$ cat src/ptimer_pkg.sv
/*
 * shared constants for the periodic 10-bit timer: register offsets,
 * control field positions, reset values and mode encodings.
 * assumes a 32-bit apb slave with one register per aligned word.
 */
package ptimer_pkg;

    // byte addresses of the registers on apb
    localparam logic [7:0] OFF_CONTROL_ZERO = 8'h00;
    localparam logic [7:0] OFF_CONTROL_ONE = 8'h04;
    localparam logic [7:0] OFF_COUNT_LOW = 8'h08;
    localparam logic [7:0] OFF_COUNT_HIGH = 8'h0C;
    localparam logic [7:0] OFF_CMPA_LOW = 8'h10;
    localparam logic [7:0] OFF_CMPA_HIGH = 8'h14;
    localparam logic [7:0] OFF_PERIOD_LOW = 8'h18;
    localparam logic [7:0] OFF_PERIOD_HIGH = 8'h1C;

    // control zero: counter enable bit position
    localparam int BIT_COUNTER_ON = 3;
    // control one field positions
    localparam int POS_MODE = 6;
    localparam int POS_PIN_FUNC = 4;
    localparam int BIT_OUT_LEVEL = 3;
    localparam int BIT_OUT_INVERT = 2;
    localparam int BIT_CAP_SOURCE = 1;
    localparam int BIT_CLEAR_SOURCE = 0;

    // reset values
    localparam logic [7:0] RST_BYTE = 8'h00;
    localparam logic [9:0] RST_VALUE = 10'h000;
    localparam logic [9:0] COUNT_MAX = 10'h3FF;

    // operating modes
    typedef enum logic [1:0] {
        MODE_COMPARE = 2'h0,
        MODE_CAPTURE = 2'h1,
        MODE_PWM = 2'h2,
        MODE_TIMER = 2'h3
    } op_mode_t;

    // pin function codes
    localparam logic [1:0] PF_0 = 2'h0;
    localparam logic [1:0] PF_1 = 2'h1;
    localparam logic [1:0] PF_2 = 2'h2;
    localparam logic [1:0] PF_3 = 2'h3;

    // low byte of a ten-bit value
    function automatic logic [7:0] low_byte(input logic [9:0] v);
        return v[7:0];
    endfunction

    // high byte with unused bits zero
    function automatic logic [7:0] high_byte(input logic [9:0] v);
        return {6'h00, v[9:8]};
    endfunction

endpackage

$ cat src/ptimer_cfg_if.sv
/*
 * configuration bundle carried from the register file to the core.
 * assumes both ends share ref_clk.
 */
`timescale 1ns/10ps
interface ptimer_cfg_if;
    import ptimer_pkg::*;
    logic counter_on; // counter enable level
    logic clear_on_a; // one-cycle: single pulse ended, drop enable
    logic [1:0] operating_mode_select;
    logic [1:0] pin_function_select;
    logic output_level_control;
    logic output_invert;
    logic capture_source_select;
    logic clear_source_select;
    logic [9:0] compare_a_value;
    logic [9:0] period_compare_value;
    logic [9:0] count; // live counter
    logic capture_event; // one-cycle capture strobe
    modport regs (output counter_on, operating_mode_select,
        pin_function_select, output_level_control, output_invert,
        capture_source_select, clear_source_select, compare_a_value,
        period_compare_value, input count, clear_on_a, capture_event);
    modport core (input counter_on, operating_mode_select,
        pin_function_select, output_level_control, output_invert,
        capture_source_select, clear_source_select, compare_a_value,
        period_compare_value, output count, clear_on_a, capture_event);
endinterface // ptimer_cfg_if

$ cat src/ptimer_core.sv
/*
 * counter, comparators, output pin and capture edge logic.
 * assumes configuration is stable, counts one per ref_clk.
 */
`timescale 1ns/10ps
module ptimer_core
    import ptimer_pkg::*;
(
    input wire logic ref_clk,
    input wire logic rst_n,
    ptimer_cfg_if.core cfg,
    input wire logic capture_input_pin,
    input wire logic external_clock_pin,
    output logic timer_output_pin
);
    logic [9:0] count_r;
    logic on_d_r; // previous enable level
    logic pin_r; // raw output state before inversion
    logic trig_d_r; // previous capture trigger level
    logic end_r;
    wire op_mode_t mode = op_mode_t'(cfg.operating_mode_select);
    wire on_rise = cfg.counter_on & ~on_d_r;
    wire match_a = cfg.counter_on & (count_r == cfg.compare_a_value);
    // a zero period value means a full 1024-count cycle, never a p match
    wire match_p = cfg.counter_on & (count_r == cfg.period_compare_value)
        & (cfg.period_compare_value != RST_VALUE);
    // pwm period spans exactly period-value counts, 0 to value-1
    wire pwm_wrap = cfg.counter_on
        & ((count_r + 10'h001) == cfg.period_compare_value);
    wire overflow = cfg.counter_on & (count_r == COUNT_MAX);
    // clear source used only in compare and timer modes
    wire cmp_like = (mode == MODE_COMPARE) | (mode == MODE_TIMER);
    wire clr_a = cmp_like & cfg.clear_source_select & match_a;
    wire clr_p = (cmp_like & ~cfg.clear_source_select & match_p)
        | ((mode == MODE_PWM) & (cfg.pin_function_select != PF_3)
        & pwm_wrap);
    // overflow clears only when period value is zero
    wire clr_ovf = ~clr_a & overflow
        & (cfg.period_compare_value == RST_VALUE);
    wire trig = cfg.capture_source_select ? external_clock_pin
        : capture_input_pin;
    wire t_rise = trig & ~trig_d_r;
    wire t_fall = ~trig & trig_d_r;
    logic cap_hit;
    logic pin_nxt;
    logic pwm_act;

    // capture edge selection
    always_comb begin
        unique case (cfg.pin_function_select)
            PF_0: cap_hit = t_rise;
            PF_1: cap_hit = t_fall;
            PF_2: cap_hit = t_rise | t_fall;
            PF_3: cap_hit = 1'b0;
        endcase
    end

    // duty active while count below compare a; a>=period gives 100%
    assign pwm_act = count_r < cfg.compare_a_value;

    // next raw pin level per mode
    always_comb begin
        pin_nxt = pin_r;
        if (on_rise) begin
            pin_nxt = cfg.output_level_control;
        end else if (mode == MODE_COMPARE) begin
            if (match_a) begin
                unique case (cfg.pin_function_select)
                    PF_0: pin_nxt = pin_r;
                    PF_1: pin_nxt = 1'b0;
                    PF_2: pin_nxt = 1'b1;
                    PF_3: pin_nxt = ~pin_r;
                endcase
            end
        end else if (mode == MODE_PWM) begin
            unique case (cfg.pin_function_select)
                PF_0: pin_nxt = ~cfg.output_level_control;
                PF_1: pin_nxt = cfg.output_level_control;
                PF_2: pin_nxt = pwm_act ? cfg.output_level_control
                    : ~cfg.output_level_control;
                PF_3: pin_nxt = cfg.counter_on ? cfg.output_level_control
                    : ~cfg.output_level_control;
            endcase
        end
    end

    // single pulse ends on compare a match
    wire pulse_end = (mode == MODE_PWM) & (cfg.pin_function_select == PF_3)
        & match_a;
    assign cfg.clear_on_a = end_r;
    assign cfg.count = count_r;
    assign cfg.capture_event = (mode == MODE_CAPTURE) & cap_hit;

    // counter: reset on enable rise, freeze while off
    always_ff @(posedge ref_clk or negedge rst_n) begin
        if (!rst_n) begin
            count_r <= RST_VALUE;
        end else if (on_rise) begin
            count_r <= RST_VALUE;
        end else if (cfg.counter_on & ~end_r) begin
            count_r <= (clr_a | clr_p | clr_ovf) ? RST_VALUE
                : count_r + 10'h001;
        end
    end

    // edge history and pulse end strobe
    always_ff @(posedge ref_clk or negedge rst_n) begin
        if (!rst_n) begin
            on_d_r <= 1'b0;
            trig_d_r <= 1'b0;
            end_r <= 1'b0;
        end else begin
            on_d_r <= cfg.counter_on;
            trig_d_r <= trig;
            end_r <= pulse_end & ~end_r;
        end
    end

    // output pin; invert and level unused in timer mode
    always_ff @(posedge ref_clk or negedge rst_n) begin
        if (!rst_n) begin
            pin_r <= 1'b0;
            timer_output_pin <= 1'b0;
        end else begin
            pin_r <= pin_nxt;
            timer_output_pin <= (mode == MODE_TIMER) ? 1'b0
                : (pin_nxt ^ cfg.output_invert);
        end
    end
endmodule // ptimer_core

$ cat src/ptimer_top.sv
/*
 * periodic 10-bit timer with apb register file.
 * assumes a single 50 mhz ref_clk, apb master on the same clock,
 * and software that changes pin function only with the timer off.
 */
// Notes on behaviour
// compare mode: match a acts per pin function
// pwm mode: inactive, active, pwm, single pulse
// capture mode: rising, falling, both, disabled
// requested level equal initial gives no change
// enable rise restores initial level
// software changes pin function only when off
// compare mode: level bit sets initial level
// pwm mode: level bit sets active level
// single pulse: level bit applied on start
// level and invert unused in timer mode
// invert bit inverts output pin
// capture source: capture pin or clock pin
// clear on match a, else match p/overflow
// overflow clear only with zero period value
// clear source ignored in pwm, pulse, capture
// counter readable as read-only byte pair
// compare a held as read/write pair
// period value held as read/write pair
// high byte bits 7 to 2 read zero
// mode field selects compare, capture, pwm, timer
// low bytes move via buffer on high access
// enable rise zeroes counter, fall freezes it
`timescale 1ns/10ps
module ptimer_top
    import ptimer_pkg::*;
(
    input wire logic ref_clk,
    input wire logic reset_n,
    input wire logic psel,
    input wire logic penable,
    input wire logic pwrite,
    input wire logic [31:0] paddr,
    input wire logic [31:0] pwdata,
    output logic [31:0] prdata,
    output logic pready,
    output logic pslverr,
    input wire logic capture_input_pin,
    input wire logic external_clock_pin,
    output logic timer_output_pin,
    output logic timer_output_oe,
    output logic capture_pulse
);
    logic rst_s1_r; // reset synchroniser stages
    logic rst_n; // synchronised reset
    logic [7:0] ctl0_r; // enable register
    logic [7:0] timer_control_one_r; // mode and pin configuration
    logic [9:0] cmpa_r; // compare a value
    logic [9:0] period_r; // period compare value
    logic [7:0] buf_r; // shared low byte buffer
    logic [31:0] rdata_nxt;
    logic core_pin;
    ptimer_cfg_if cfg ();

    // async assert, sync release of reset
    always_ff @(posedge ref_clk or negedge reset_n) begin
        if (!reset_n) begin
            rst_s1_r <= 1'b0;
            rst_n <= 1'b0;
        end else begin
            rst_s1_r <= 1'b1;
            rst_n <= rst_s1_r;
        end
    end

    // apb decode: access phase, answer in the first access cycle
    wire access = psel & penable;
    wire wr = access & pwrite;
    wire rd = access & ~pwrite;
    wire [7:0] a = paddr[7:0];
    wire hit = (paddr[31:8] == 24'h000000) & (a[1:0] == 2'h0)
        & (a <= OFF_PERIOD_HIGH);
    wire [7:0] wb = pwdata[7:0];

    // read mux; high-byte reads return the live high bits
    always_comb begin
        rdata_nxt = 32'h00000000;
        unique case (a)
            OFF_CONTROL_ZERO: rdata_nxt[7:0] = ctl0_r;
            OFF_CONTROL_ONE: rdata_nxt[7:0] = timer_control_one_r;
            OFF_COUNT_HIGH: rdata_nxt[7:0] = high_byte(cfg.count);
            OFF_CMPA_HIGH: rdata_nxt[7:0] = high_byte(cmpa_r);
            OFF_PERIOD_HIGH: rdata_nxt[7:0] = high_byte(period_r);
            OFF_COUNT_LOW, OFF_CMPA_LOW, OFF_PERIOD_LOW:
                rdata_nxt[7:0] = buf_r;
            default: rdata_nxt = 32'h00000000;
        endcase
    end

    // apb answer registers
    always_ff @(posedge ref_clk or negedge rst_n) begin
        if (!rst_n) begin
            prdata <= 32'h00000000;
            pready <= 1'b0;
            pslverr <= 1'b0;
        end else begin
            pready <= psel & ~penable; // ready on first access cycle
            pslverr <= psel & ~penable & ~hit;
            prdata <= (psel & ~penable & ~pwrite & hit) ? rdata_nxt
                : 32'h00000000;
        end
    end

    // transfer completes when access seen with pready high
    wire done = access & pready & hit;

    // control registers; single pulse end clears enable
    always_ff @(posedge ref_clk or negedge rst_n) begin
        if (!rst_n) begin
            ctl0_r <= RST_BYTE;
            timer_control_one_r <= RST_BYTE;
        end else begin
            if (done & pwrite & (a == OFF_CONTROL_ZERO)) begin
                ctl0_r <= wb & 8'hF8; // low bits unimplemented
            end
            // pulse end clear comes last so hardware beats a write
            if (cfg.clear_on_a) begin
                ctl0_r[BIT_COUNTER_ON] <= 1'b0;
            end
            if (done & pwrite & (a == OFF_CONTROL_ONE)) begin
                timer_control_one_r <= wb;
            end
        end
    end

    // compare pairs and shared buffer
    always_ff @(posedge ref_clk or negedge rst_n) begin
        if (!rst_n) begin
            cmpa_r <= RST_VALUE;
            period_r <= RST_VALUE;
            buf_r <= RST_BYTE;
        end else if (done) begin
            unique case (a)
                OFF_CMPA_LOW, OFF_PERIOD_LOW:
                    if (pwrite) buf_r <= wb;
                OFF_CMPA_HIGH:
                    if (pwrite) cmpa_r <= {wb[1:0], buf_r};
                    else buf_r <= low_byte(cmpa_r);
                OFF_PERIOD_HIGH:
                    if (pwrite) period_r <= {wb[1:0], buf_r};
                    else buf_r <= low_byte(period_r);
                OFF_COUNT_HIGH:
                    if (!pwrite) buf_r <= low_byte(cfg.count);
                default: buf_r <= buf_r;
            endcase
        end
    end

    // configuration out to the core
    assign cfg.counter_on = ctl0_r[BIT_COUNTER_ON];
    assign cfg.operating_mode_select =
        timer_control_one_r[POS_MODE +: 2];
    assign cfg.pin_function_select = timer_control_one_r[POS_PIN_FUNC +: 2];
    assign cfg.output_level_control = timer_control_one_r[BIT_OUT_LEVEL];
    assign cfg.output_invert = timer_control_one_r[BIT_OUT_INVERT];
    assign cfg.capture_source_select = timer_control_one_r[BIT_CAP_SOURCE];
    assign cfg.clear_source_select = timer_control_one_r[BIT_CLEAR_SOURCE];
    assign cfg.compare_a_value = cmpa_r;
    assign cfg.period_compare_value = period_r;

    ptimer_core u_core (
        .ref_clk(ref_clk),
        .rst_n(rst_n),
        .cfg(cfg),
        .capture_input_pin(capture_input_pin),
        .external_clock_pin(external_clock_pin),
        .timer_output_pin(core_pin)
    );

    // pin outputs; pin unused in capture and timer modes
    always_ff @(posedge ref_clk or negedge rst_n) begin
        if (!rst_n) begin
            timer_output_pin <= 1'b0;
            timer_output_oe <= 1'b0;
            capture_pulse <= 1'b0;
        end else begin
            timer_output_pin <= core_pin;
            timer_output_oe <= ~timer_control_one_r[POS_MODE];
            capture_pulse <= cfg.capture_event;
        end
    end
endmodule // ptimer_top

$ cat config.mk
export PLATFORM = sky130hd
export DESIGN_NAME = ptimer_top
export DESIGN_NICKNAME = d
export VERILOG_FILES = /design/src/ptimer_pkg.sv /design/src/ptimer_cfg_if.sv /design/src/ptimer_core.sv /design/src/ptimer_top.sv
export SDC_FILE = /design/constraint.sdc
export NUM_CORES = 1
export LEC_CHECK = 0
export ABC_AREA = 1
export BUFFER_PORTS_ARGS = -buffer_cell sky130_fd_sc_hd__buf_2
export CORE_UTILIZATION = 40
export DETAILED_ROUTE_END_ITERATION = 6
export PLACE_DENSITY = 0.62
export SYNTH_ARGS = -nofsm -noshare
export SYNTH_HDL_FRONTEND = slang
export SYNTH_SLANG_ARGS = --single-unit
$ cat constraint.sdc
create_clock -name ref_clk -period 3.6 [get_ports ref_clk]
set_clock_uncertainty 0.05 [all_clocks]
set_input_delay 0.54 -clock ref_clk [delete_from_list [all_inputs] [get_ports ref_clk]]
set_output_delay 0.54 -clock ref_clk [all_outputs]
set_load 0.005 [all_outputs]
==> flow_metrics.tcl, run 1 <==
set metrics [dict create \
    outcome "finished, final reports clean" \
    dp_cells 739 \
    netlist.area_leader.share_pct 40.7 \
    grt_pass1_vias 3611 \
    period_needed_ns 2.25 \
    area.growth.synth_to_final_pct 12.2 \
    path_clk_slew_ns 0.08 \
    critPathKind "register to register" \
    p_leak_uw 0.00265 \
    synth_edf_count 0 \
    clock-sinks 71 \
    grt_pass1_wl_mm 18.0 \
    ys.flop_type "dfrtp_1" \
    path_cells "ha_1 > nand2_1 > nor2_1 > nand3_1 > nor3_1 > nor3b_1 > o211a_1 > nand3_1 > nand2_1" \
    ys_ff_latch 71 \
    final_cells 756 \
    critPathCaptureType "register" \
    drv_cap 0 \
    dp_slack_ns 1.32 \
    syn_inst 554 \
    coreArea_um2 10500 \
    hold_path_class "register to register" \
    wl_mm 10.9 \
    antenna_found_initial 0 \
    dieArea_um2 11300 \
    ys_types 42 \
    cp_data_required_time_ns 3.80 \
    min_from "rst_s1_r" \
    hold_end "rst_n" \
    slew_viol_final 0 \
    final.setup.worst_slack_ns 1.35 \
    grt_usage_pct 20.8 \
    post-synth-top-count-cell "nand2_1" \
    cp_max_fo 10 \
    cpMaxStageDelayCell "dfrtp_1" \
    dpl_cell_area_um2 4680 \
    synthArstFlopShare_pct 100 \
    grt_overflow 0 \
    slowest_delay_ns 0.48 \
    arrival_ns 2.45 \
    min_period_over_period_pct 62.5 \
    die_h_um 106 \
    htreeDepth 3 \
    vias_per_cell 4.98 \
    ir_worst_vdd_mv 0.161 \
    post_cts_resized 0 \
    num_vias 3768 \
    cts-root-buf "clkbuf_8" \
    synth_commonest_cells "140 x nand2_1, 72 x inv_1, 71 x dfrtp_1, 50 x o21ai_0, 41 x nor2_1" \
    cp_num_buf_inv 0 \
    synthTopCellsByArea "dfrtp_1 41%, nand2_1 12%, inv_1 6.2%, o21ai_0 5.7%, ha_1 4.9%" \
    r2r_cells 9 \
    seq_area_um2 1780 \
    finalInstanceArea_um2 4890 \
    clockBufferDepth 2 \
    syn_area_um2 4360 \
    die_w_um 106 \
    yosys_warnings 0 \
    antenna_left 0 \
    drt_iter0_markers 202 \
    hold_depth 0 \
    multi_input_area_um2 2150 \
    reg2reg_to "u_core.cfg.count[5]" \
    io_pins 108 \
    port_buffers 59 \
    final_nets 703 \
    ff2ff_setup_slack_ns 1.35 \
    fin_hold_ws_ns 0.302 \
    firstDrtPassIters 5 \
    fill_cells 1050 \
    drc_errors 0 \
    drive_gt1_share_pct 16.3 \
    fin_tns_setup_ns 0 \
    dpl.hpwl_mm 8.41 \
    yosysSeqAreaShare_pct 40.7 \
    grt_start_max_net_pins 49 \
    n_antenna_cell 0 \
    hold_viol 0 \
    grt_setup_unrepaired "no" \
    clock_latency_ns 0.36 \
    slew_headroom_pct 29.9 \
    worst_pin_slew_ns 1.05 \
    num_rows 37 \
    critPathTopFamily "simple AND/OR/NAND/NOR gates" \
    worstReg2RegStart "u_core.cfg.count[5]" \
    floorplan.initialDensity_pct 41.7 \
    numCtsBuffers 9 \
    tritoncts "done" \
    wire_per_inst_um 14.5 \
    synth.avg_cell_area_um2 7.87 \
    place.gp.congestion 0.899 \
    yosysTopAreaCell "dfrtp_1" \
    worstSetupStartpointType "register" \
    pwr_density_cell_nw_per_um2 313 \
    max_freq_mhz 444 \
    finalSetupViolations 0 \
]
layout by cell type (no fill, tap or decap), types with 3 or more instances in the layout:
master and count:
nand2_1 140, inv_1 72, dfrtp_1 70, buf_2 59, o21ai_0 50, nor2_1 41
nand3_1 26, conb_1 25, ha_1 17, a21oi_1 12, xnor2_1 11, xor2_1 10
clkbuf_8 9, nand4_1 7, o22ai_1 7, nor3_1 7, o21ai_1 6, a31oi_1 4
o2111ai_1 4, nand2_2 3, nor3_4 3, nand3_2 3
worst max path at each step:
stage	start	endpoint	slack [ns]	cells after the start
finish	u_core.cfg.count[5]	u_core.cfg.count[5]	1.35	9
global placement	paddr[1]	ctl0_r[3]	1.36	9
global route	u_core.cfg.count[3]	u_core.cfg.count[6]	1.18	9
CTS	u_core.cfg.count[3]	u_core.cfg.count[5]	1.32	9
floorplan	rst_n	buf_r[0]	1.43	0
detailed placement	u_core.cfg.count[3]	u_core.cfg.count[5]	1.32	9
report_power, final:
| part | internal, µW | leakage [µW] | total, µW | switching (µW) |
|---|---|---|---|---|
| combinational | 28.1 | 0.00170 | 68.9 | 40.7 |
| sequential | 799 | 0.000852 | 810 | 11.0 |
| clock | 321 | 0.0000956 | 651 | 330 |
| total | 1150 | 0.00265 | 1530 | 382 |
repair_timing:
action,in CTS,in global routing
buffers inserted,0,0
hold endpoints to repair,2,0
hold buffers,1,0
flip-flops by register name, summed over array words and instances, names as in the netlist, 5 cells and up:
name and count:
timer_control_one_r 8, ctl0_r 5, cfg.period_compare_value 10, cfg.compare_a_value 10
u_core.cfg.count 10, prdata 8, buf_r 8
per-layer routing:
metal  wire length (µm)  vias to the layer above  global-route usage (%)
li1                   -                     1858                       -
met1               4760                     1777                    27.0
met2               5250                      117                    34.7
met3                734                       16                    3.74
met4                192                        0                    7.05
met5                  0                        -                       0
cells by family after synthesis:
kind of cell	synth area share [%]
buffers and inverters	12.0
adders and majority gates	4.88
and+or+nand+nor	26.3
other	0.172
AOI/OAI and AO/OA	11.4
xor gates and xnor gates	4.59
DFF	40.7
layout make-up:
| type | instances | area share, % |
|---|---|---|
| multi-input combinational | 397 | 43.9 |
| timing repair buffer | 62 | 6.55 |
| sequential | 71 | 36.4 |
| clock inverter | 7 | 1.48 |
| clock buffer | 9 | 2.53 |
| inverter | 74 | 5.68 |
| tap | 136 | 3.48 |
per-stage QoR:
stage | power (µW) | util (%)
after floorplan | 871 | -
after global placement | 894 | 44.8
after detailed placement | 895 | 44.8
after CTS | 1550 | 46.7
after global routing | 1590 | 46.7
final | 1530 | 46.7
worst register-to-register path, stage by stage, from the launching register on:
cell,delay [ns]
dfrtp_1,0.48
ha_1,0.34
nand2_1,0.06
nor2_1,0.23
nand3_1,0.22
nor3_1,0.21
nor3b_1,0.08
o211a_1,0.29
nand3_1,0.12
nand2_1,0.06
No activity file was read; power rests on OpenSTA's default activity.
==> inputs of run 2 (changes only) <==
==> constraint.sdc (replaced) <==
create_clock -name ref_clk -period 2.2 [get_ports ref_clk]
set_clock_uncertainty 0.05 [all_clocks]
set_input_delay 0.33 -clock ref_clk [delete_from_list [all_inputs] [get_ports ref_clk]]
set_output_delay 0.33 -clock ref_clk [all_outputs]
set_load 0.005 [all_outputs]
==> flow_metrics.tcl, run 2 (synthesized netlist as in run 1, its figures left out) <==
set metrics [dict create \
    outcome "finished, final reports clean" \
    tritoncts "done" \
    coreArea_um2 10500 \
    slew_headroom_pct 66.0 \
    ff2ff_setup_slack_ns 0.16 \
    ir_worst_vdd_mv 0.268 \
    critPathCaptureType "register" \
    antenna_left 0 \
    cp_data_required_time_ns 2.38 \
    n_antenna_cell 0 \
    drt_iter0_markers 251 \
    firstDrtPassIters 5 \
    r2r_cells 10 \
    layout_commonest_cell "nand2_1" \
    dieArea_um2 11300 \
    wire_per_inst_um 14.5 \
    die_w_um 106 \
    dp_cells 754 \
    die_h_um 106 \
    cts-root-buf "clkbuf_8" \
    worstReg2RegStart "u_core.cfg.count[1]" \
    cp_max_fo 10 \
    max_freq_mhz 490 \
    hold_path_class "input port to register" \
    crit_start "u_core.cfg.count[1]" \
    multi_input_area_um2 2190 \
    layout_common_cells "140 x nand2_1, 72 x inv_1, 68 x dfrtp_1" \
    critPathKind "register to register" \
    period_needed_ns 2.04 \
    wl_mm 11.3 \
    arrival_ns 2.23 \
    grt_usage_pct 20.8 \
    seq_area_um2 1780 \
    hold_viol 0 \
    min_period_over_period_pct 92.8 \
    finalSetupViolations 0 \
    numCtsBuffers 9 \
    fill_cells 1048 \
    worst_pin_slew_ns 0.508 \
    dp_slack_ns 0.0570 \
    num_rows 37 \
    drv_cap 0 \
    grt_pass1_vias 3784 \
    slew_viol_final 0 \
    io_pins 108 \
    vias_per_cell 5.04 \
    path_clk_slew_ns 0.08 \
    clockBufferDepth 2 \
    p_leak_uw 0.00275 \
    final_cells 775 \
    dpl.hpwl_mm 8.46 \
    fin_hold_ws_ns 0.128 \
    antenna_found_initial 0 \
    final_core_util_pct 48.5 \
    grt_overflow 0 \
    floorplan.initialDensity_pct 41.7 \
    critPathCapture "u_core.cfg.count[0]" \
    reg2reg_to "u_core.cfg.count[0]" \
    area.growth.synth_to_final_pct 16.5 \
    place.gp.congestion 0.853 \
    worstSetupStartpointType "register" \
    grt_start_max_net_pins 70 \
    final_nets 722 \
    drc_errors 0 \
    num_vias 3905 \
    clock_latency_ns 0.35 \
    port_buffers 59 \
    final.setup.worst_slack_ns 0.158 \
    pwr_density_cell_nw_per_um2 493 \
    clock-sinks 71 \
    htreeDepth 3 \
    finalPower_uw 2510 \
    grt_pass1_wl_mm 18.1 \
    drive_gt1_share_pct 20.0 \
]
[run 2: changes by cell type in the layout (fill, tap and decap cells not counted), sizes merged]
cell and delta:
buf +18, o211a +1
[run 2: layer usage]
| layer | wire length, µm | GRT usage [%] |
|---|---|---|
| met1 | 5160 | 26.8 |
| met2 | 5340 | 34.6 |
| met3 | 481 | 3.43 |
| met5 | 0 | 0 |
| met4 | 269 | 8.32 |
[run 2: area by class of cell]
type	instances	area share, %
Clock buffer	9	2.44
Clock inverter	7	1.43
Timing Repair Buffer	80	9.21
Multi-Input combinational cell	398	43.0
Sequential cell	71	35.1
Tap cell	136	3.35
Inverter	74	5.47
[run 2: power by group]
group | total (µW) | switching [µW] | internal (µW) | leakage (µW)
Combinational | 132 | 83.4 | 48.8 | 0.00181
Sequential | 1310 | 2.43 | 1310 | 0.000848
Clock | 1060 | 537 | 525 | 0.0000956
[run 2: repair_timing]
action                                  4_1_cts  5_1_grt
endpoints found under the setup margin        0       11
hold buffers                                  1        0
buffers inserted                              0        3
endpoints found under the hold margin         2        0
gates resized for setup                       0        9
[run 2: worst max-delay path: stages (launching register included)]
cell	delay, ns
dfrtp_2	0.43
ha_1	0.22
nand3_2	0.14
nor3_4	0.28
nand3_2	0.11
nand2_1	0.07
o21ai_1	0.06
nor2_1	0.16
nand4_4	0.21
nand3_1	0.15
nand2_1	0.06
[run 2: worst min-delay path by stage]
stage	startpoint	end	slack, ns	cells after the start
floorplan	reset_n	rst_n	-0.02	0
global placement	reset_n	rst_s1_r	0.07	1
detailed placement	reset_n	rst_s1_r	0.07	1
CTS	penable	pready	0.12	2
global route	penable	pslverr	0.14	2
finish	penable	pready	0.13	2
[run 2: per-stage QoR]
stage / TNS (ns) / area (µm²)
4_1_cts: 0 / 5020
5_1_grt: -0.0222 / 5080
2_1_floorplan: 0 / 4450
3_3_place_gp: 0 / 4810
6_report: 0 / 5080
3_5_place_dp: 0 / 4810
==> inputs of run 3 (changes only) <==
==> constraint.sdc (replaced) <==
create_clock -name ref_clk -period 2 [get_ports ref_clk]
set_clock_uncertainty 0.05 [all_clocks]
set_input_delay 0.3 -clock ref_clk [delete_from_list [all_inputs] [get_ports ref_clk]]
set_output_delay 0.3 -clock ref_clk [all_outputs]
set_load 0.005 [all_outputs]
==> flow_metrics.tcl, run 3 (synthesized netlist as in run 1, its figures left out) <==
set metrics [dict create \
    numCtsBuffers 9 \
    ir_worst_vdd_mv 0.292 \
    num_vias 4105 \
    pwr_density_cell_nw_per_um2 504 \
    period_needed_ns 2.02 \
    cp_data_required_time_ns 2.20 \
    layout_common_cells "131 x nand2_1, 69 x inv_1, 67 x dfrtp_1" \
    worstSetupStartpointType "register" \
    drive_gt1_share_pct 30.1 \
    p_leak_uw 0.00301 \
    dp_slack_ns -0.0673 \
    dpl_cell_area_um2 4910 \
    grt_overflow 0 \
    final.setup.worst_slack_ns -0.0155 \
    die_h_um 106 \
    coreArea_um2 10500 \
    arrival_ns 2.21 \
    htreeDepth 3 \
    n_antenna_cell 0 \
    critPathKind "register to register" \
    antenna_found_initial 0 \
    max_freq_mhz 496 \
    num_rows 37 \
    final_core_util_pct 54.3 \
    hold_path_class "input port to register" \
    drc_errors 0 \
    dpl.hpwl_mm 8.79 \
    slew_viol_final 0 \
    violations "negative setup slack" \
    area.growth.synth_to_final_pct 30.2 \
    place.gp.congestion 0.850 \
    grt_setup_unrepaired "yes" \
    dieArea_um2 11300 \
    final_nets 751 \
    wire_per_inst_um 15.7 \
    grt_usage_pct 22.1 \
    grt_pass1_vias 3906 \
    critPathCaptureType "register" \
    cp_max_fo 5 \
    outcome "finished with violations" \
    finalSetupViolations 7 \
    io_pins 108 \
    firstDrtPassIters 5 \
    min_period_over_period_pct 101 \
    clock-sinks 71 \
    layout_commonest_cell "nand2_1" \
    clockBufferDepth 2 \
    clock_latency_ns 0.36 \
    finalInstanceArea_um2 5680 \
    hold_viol 0 \
    cts-root-buf "clkbuf_8" \
    port_buffers 59 \
    drv_cap 0 \
    grt_pass1_wl_mm 19.3 \
    path_clk_slew_ns 0.09 \
    drt_iter0_markers 248 \
    grt_start_max_net_pins 70 \
    floorplan.initialDensity_pct 41.7 \
    wl_mm 12.6 \
    antenna_left 0 \
    tritoncts "done" \
    vias_per_cell 5.11 \
    die_w_um 106 \
]
[run 3: where the power goes]
part	internal, µW	total, µW	switching, µW
Sequential	1440	1440	3.02
Clock	656	1270	614
Combinational	53.9	146	92.4
[run 3: what timing repair did]
action,4_1_cts,5_1_grt
hold buffers,1,0
pin swaps,0,30
gates resized for setup,2,77
gates cloned,0,2
endpoints found under the setup margin,11,11
setup buffers,0,17
endpoints found under the hold margin,2,0
[run 3: per-stage QoR]
step / power [µW] / setup TNS, ns / instances / hold slack, ns
final: 2860 / -0.0477 / 804 / 0.0930
after CTS: 2880 / 0 / 785 / 0.0793
after floorplan: 1570 / 0 / 577 / -0.0456
after global placement: 1610 / -0.0523 / 768 / 0.0357
after detailed placement: 1620 / -0.624 / 768 / 0.0379
after global routing: 2960 / -0.978 / 804 / 0.0847
[run 3: worst max-delay path: stages, from the launching register on]
cell,delay [ns]
dfrtp_1,0.37
buf_6,0.13
inv_2,0.06
nor3_4,0.22
nand2_4,0.10
nor3_4,0.24
xor2_2,0.32
nand4_4,0.23
nand3_2,0.13
nand2_1,0.06
[run 3: worst paths after layout]
path	from	end	slack, ns	cells past startpoint
max in group asynchronous	rst_n	ctl0_r[3]	1.31	1
max	u_core.cfg.count[5]	u_core.cfg.count[8]	-0.02	9
max reg2reg	u_core.cfg.count[5]	u_core.cfg.count[8]	-0.02	9
min in group asynchronous	reset_n	rst_n	0.20	2
min reg2reg	rst_n	cfg.period_compare_value[3]	0.24	1
min	penable	pready	0.09	2
[run 3: per-layer routing]
metal	vias up	global-route usage, %	routed length, µm
li1	1966	-	-
met1	1995	28.2	5340
met2	124	36.9	6350
met3	20	4.72	727
met4	0	7.73	218
met5	-	0	0
[run 3: cell type report]
type                    count  area [µm²]
fillers                   971        4790
multi-input cells         399        2520
flip-flops and latches     71        1780
repair buffers            108         704
inverters                  74         280
well taps                 136         170
clock buffers              11         151
clock inverters             5        63.8
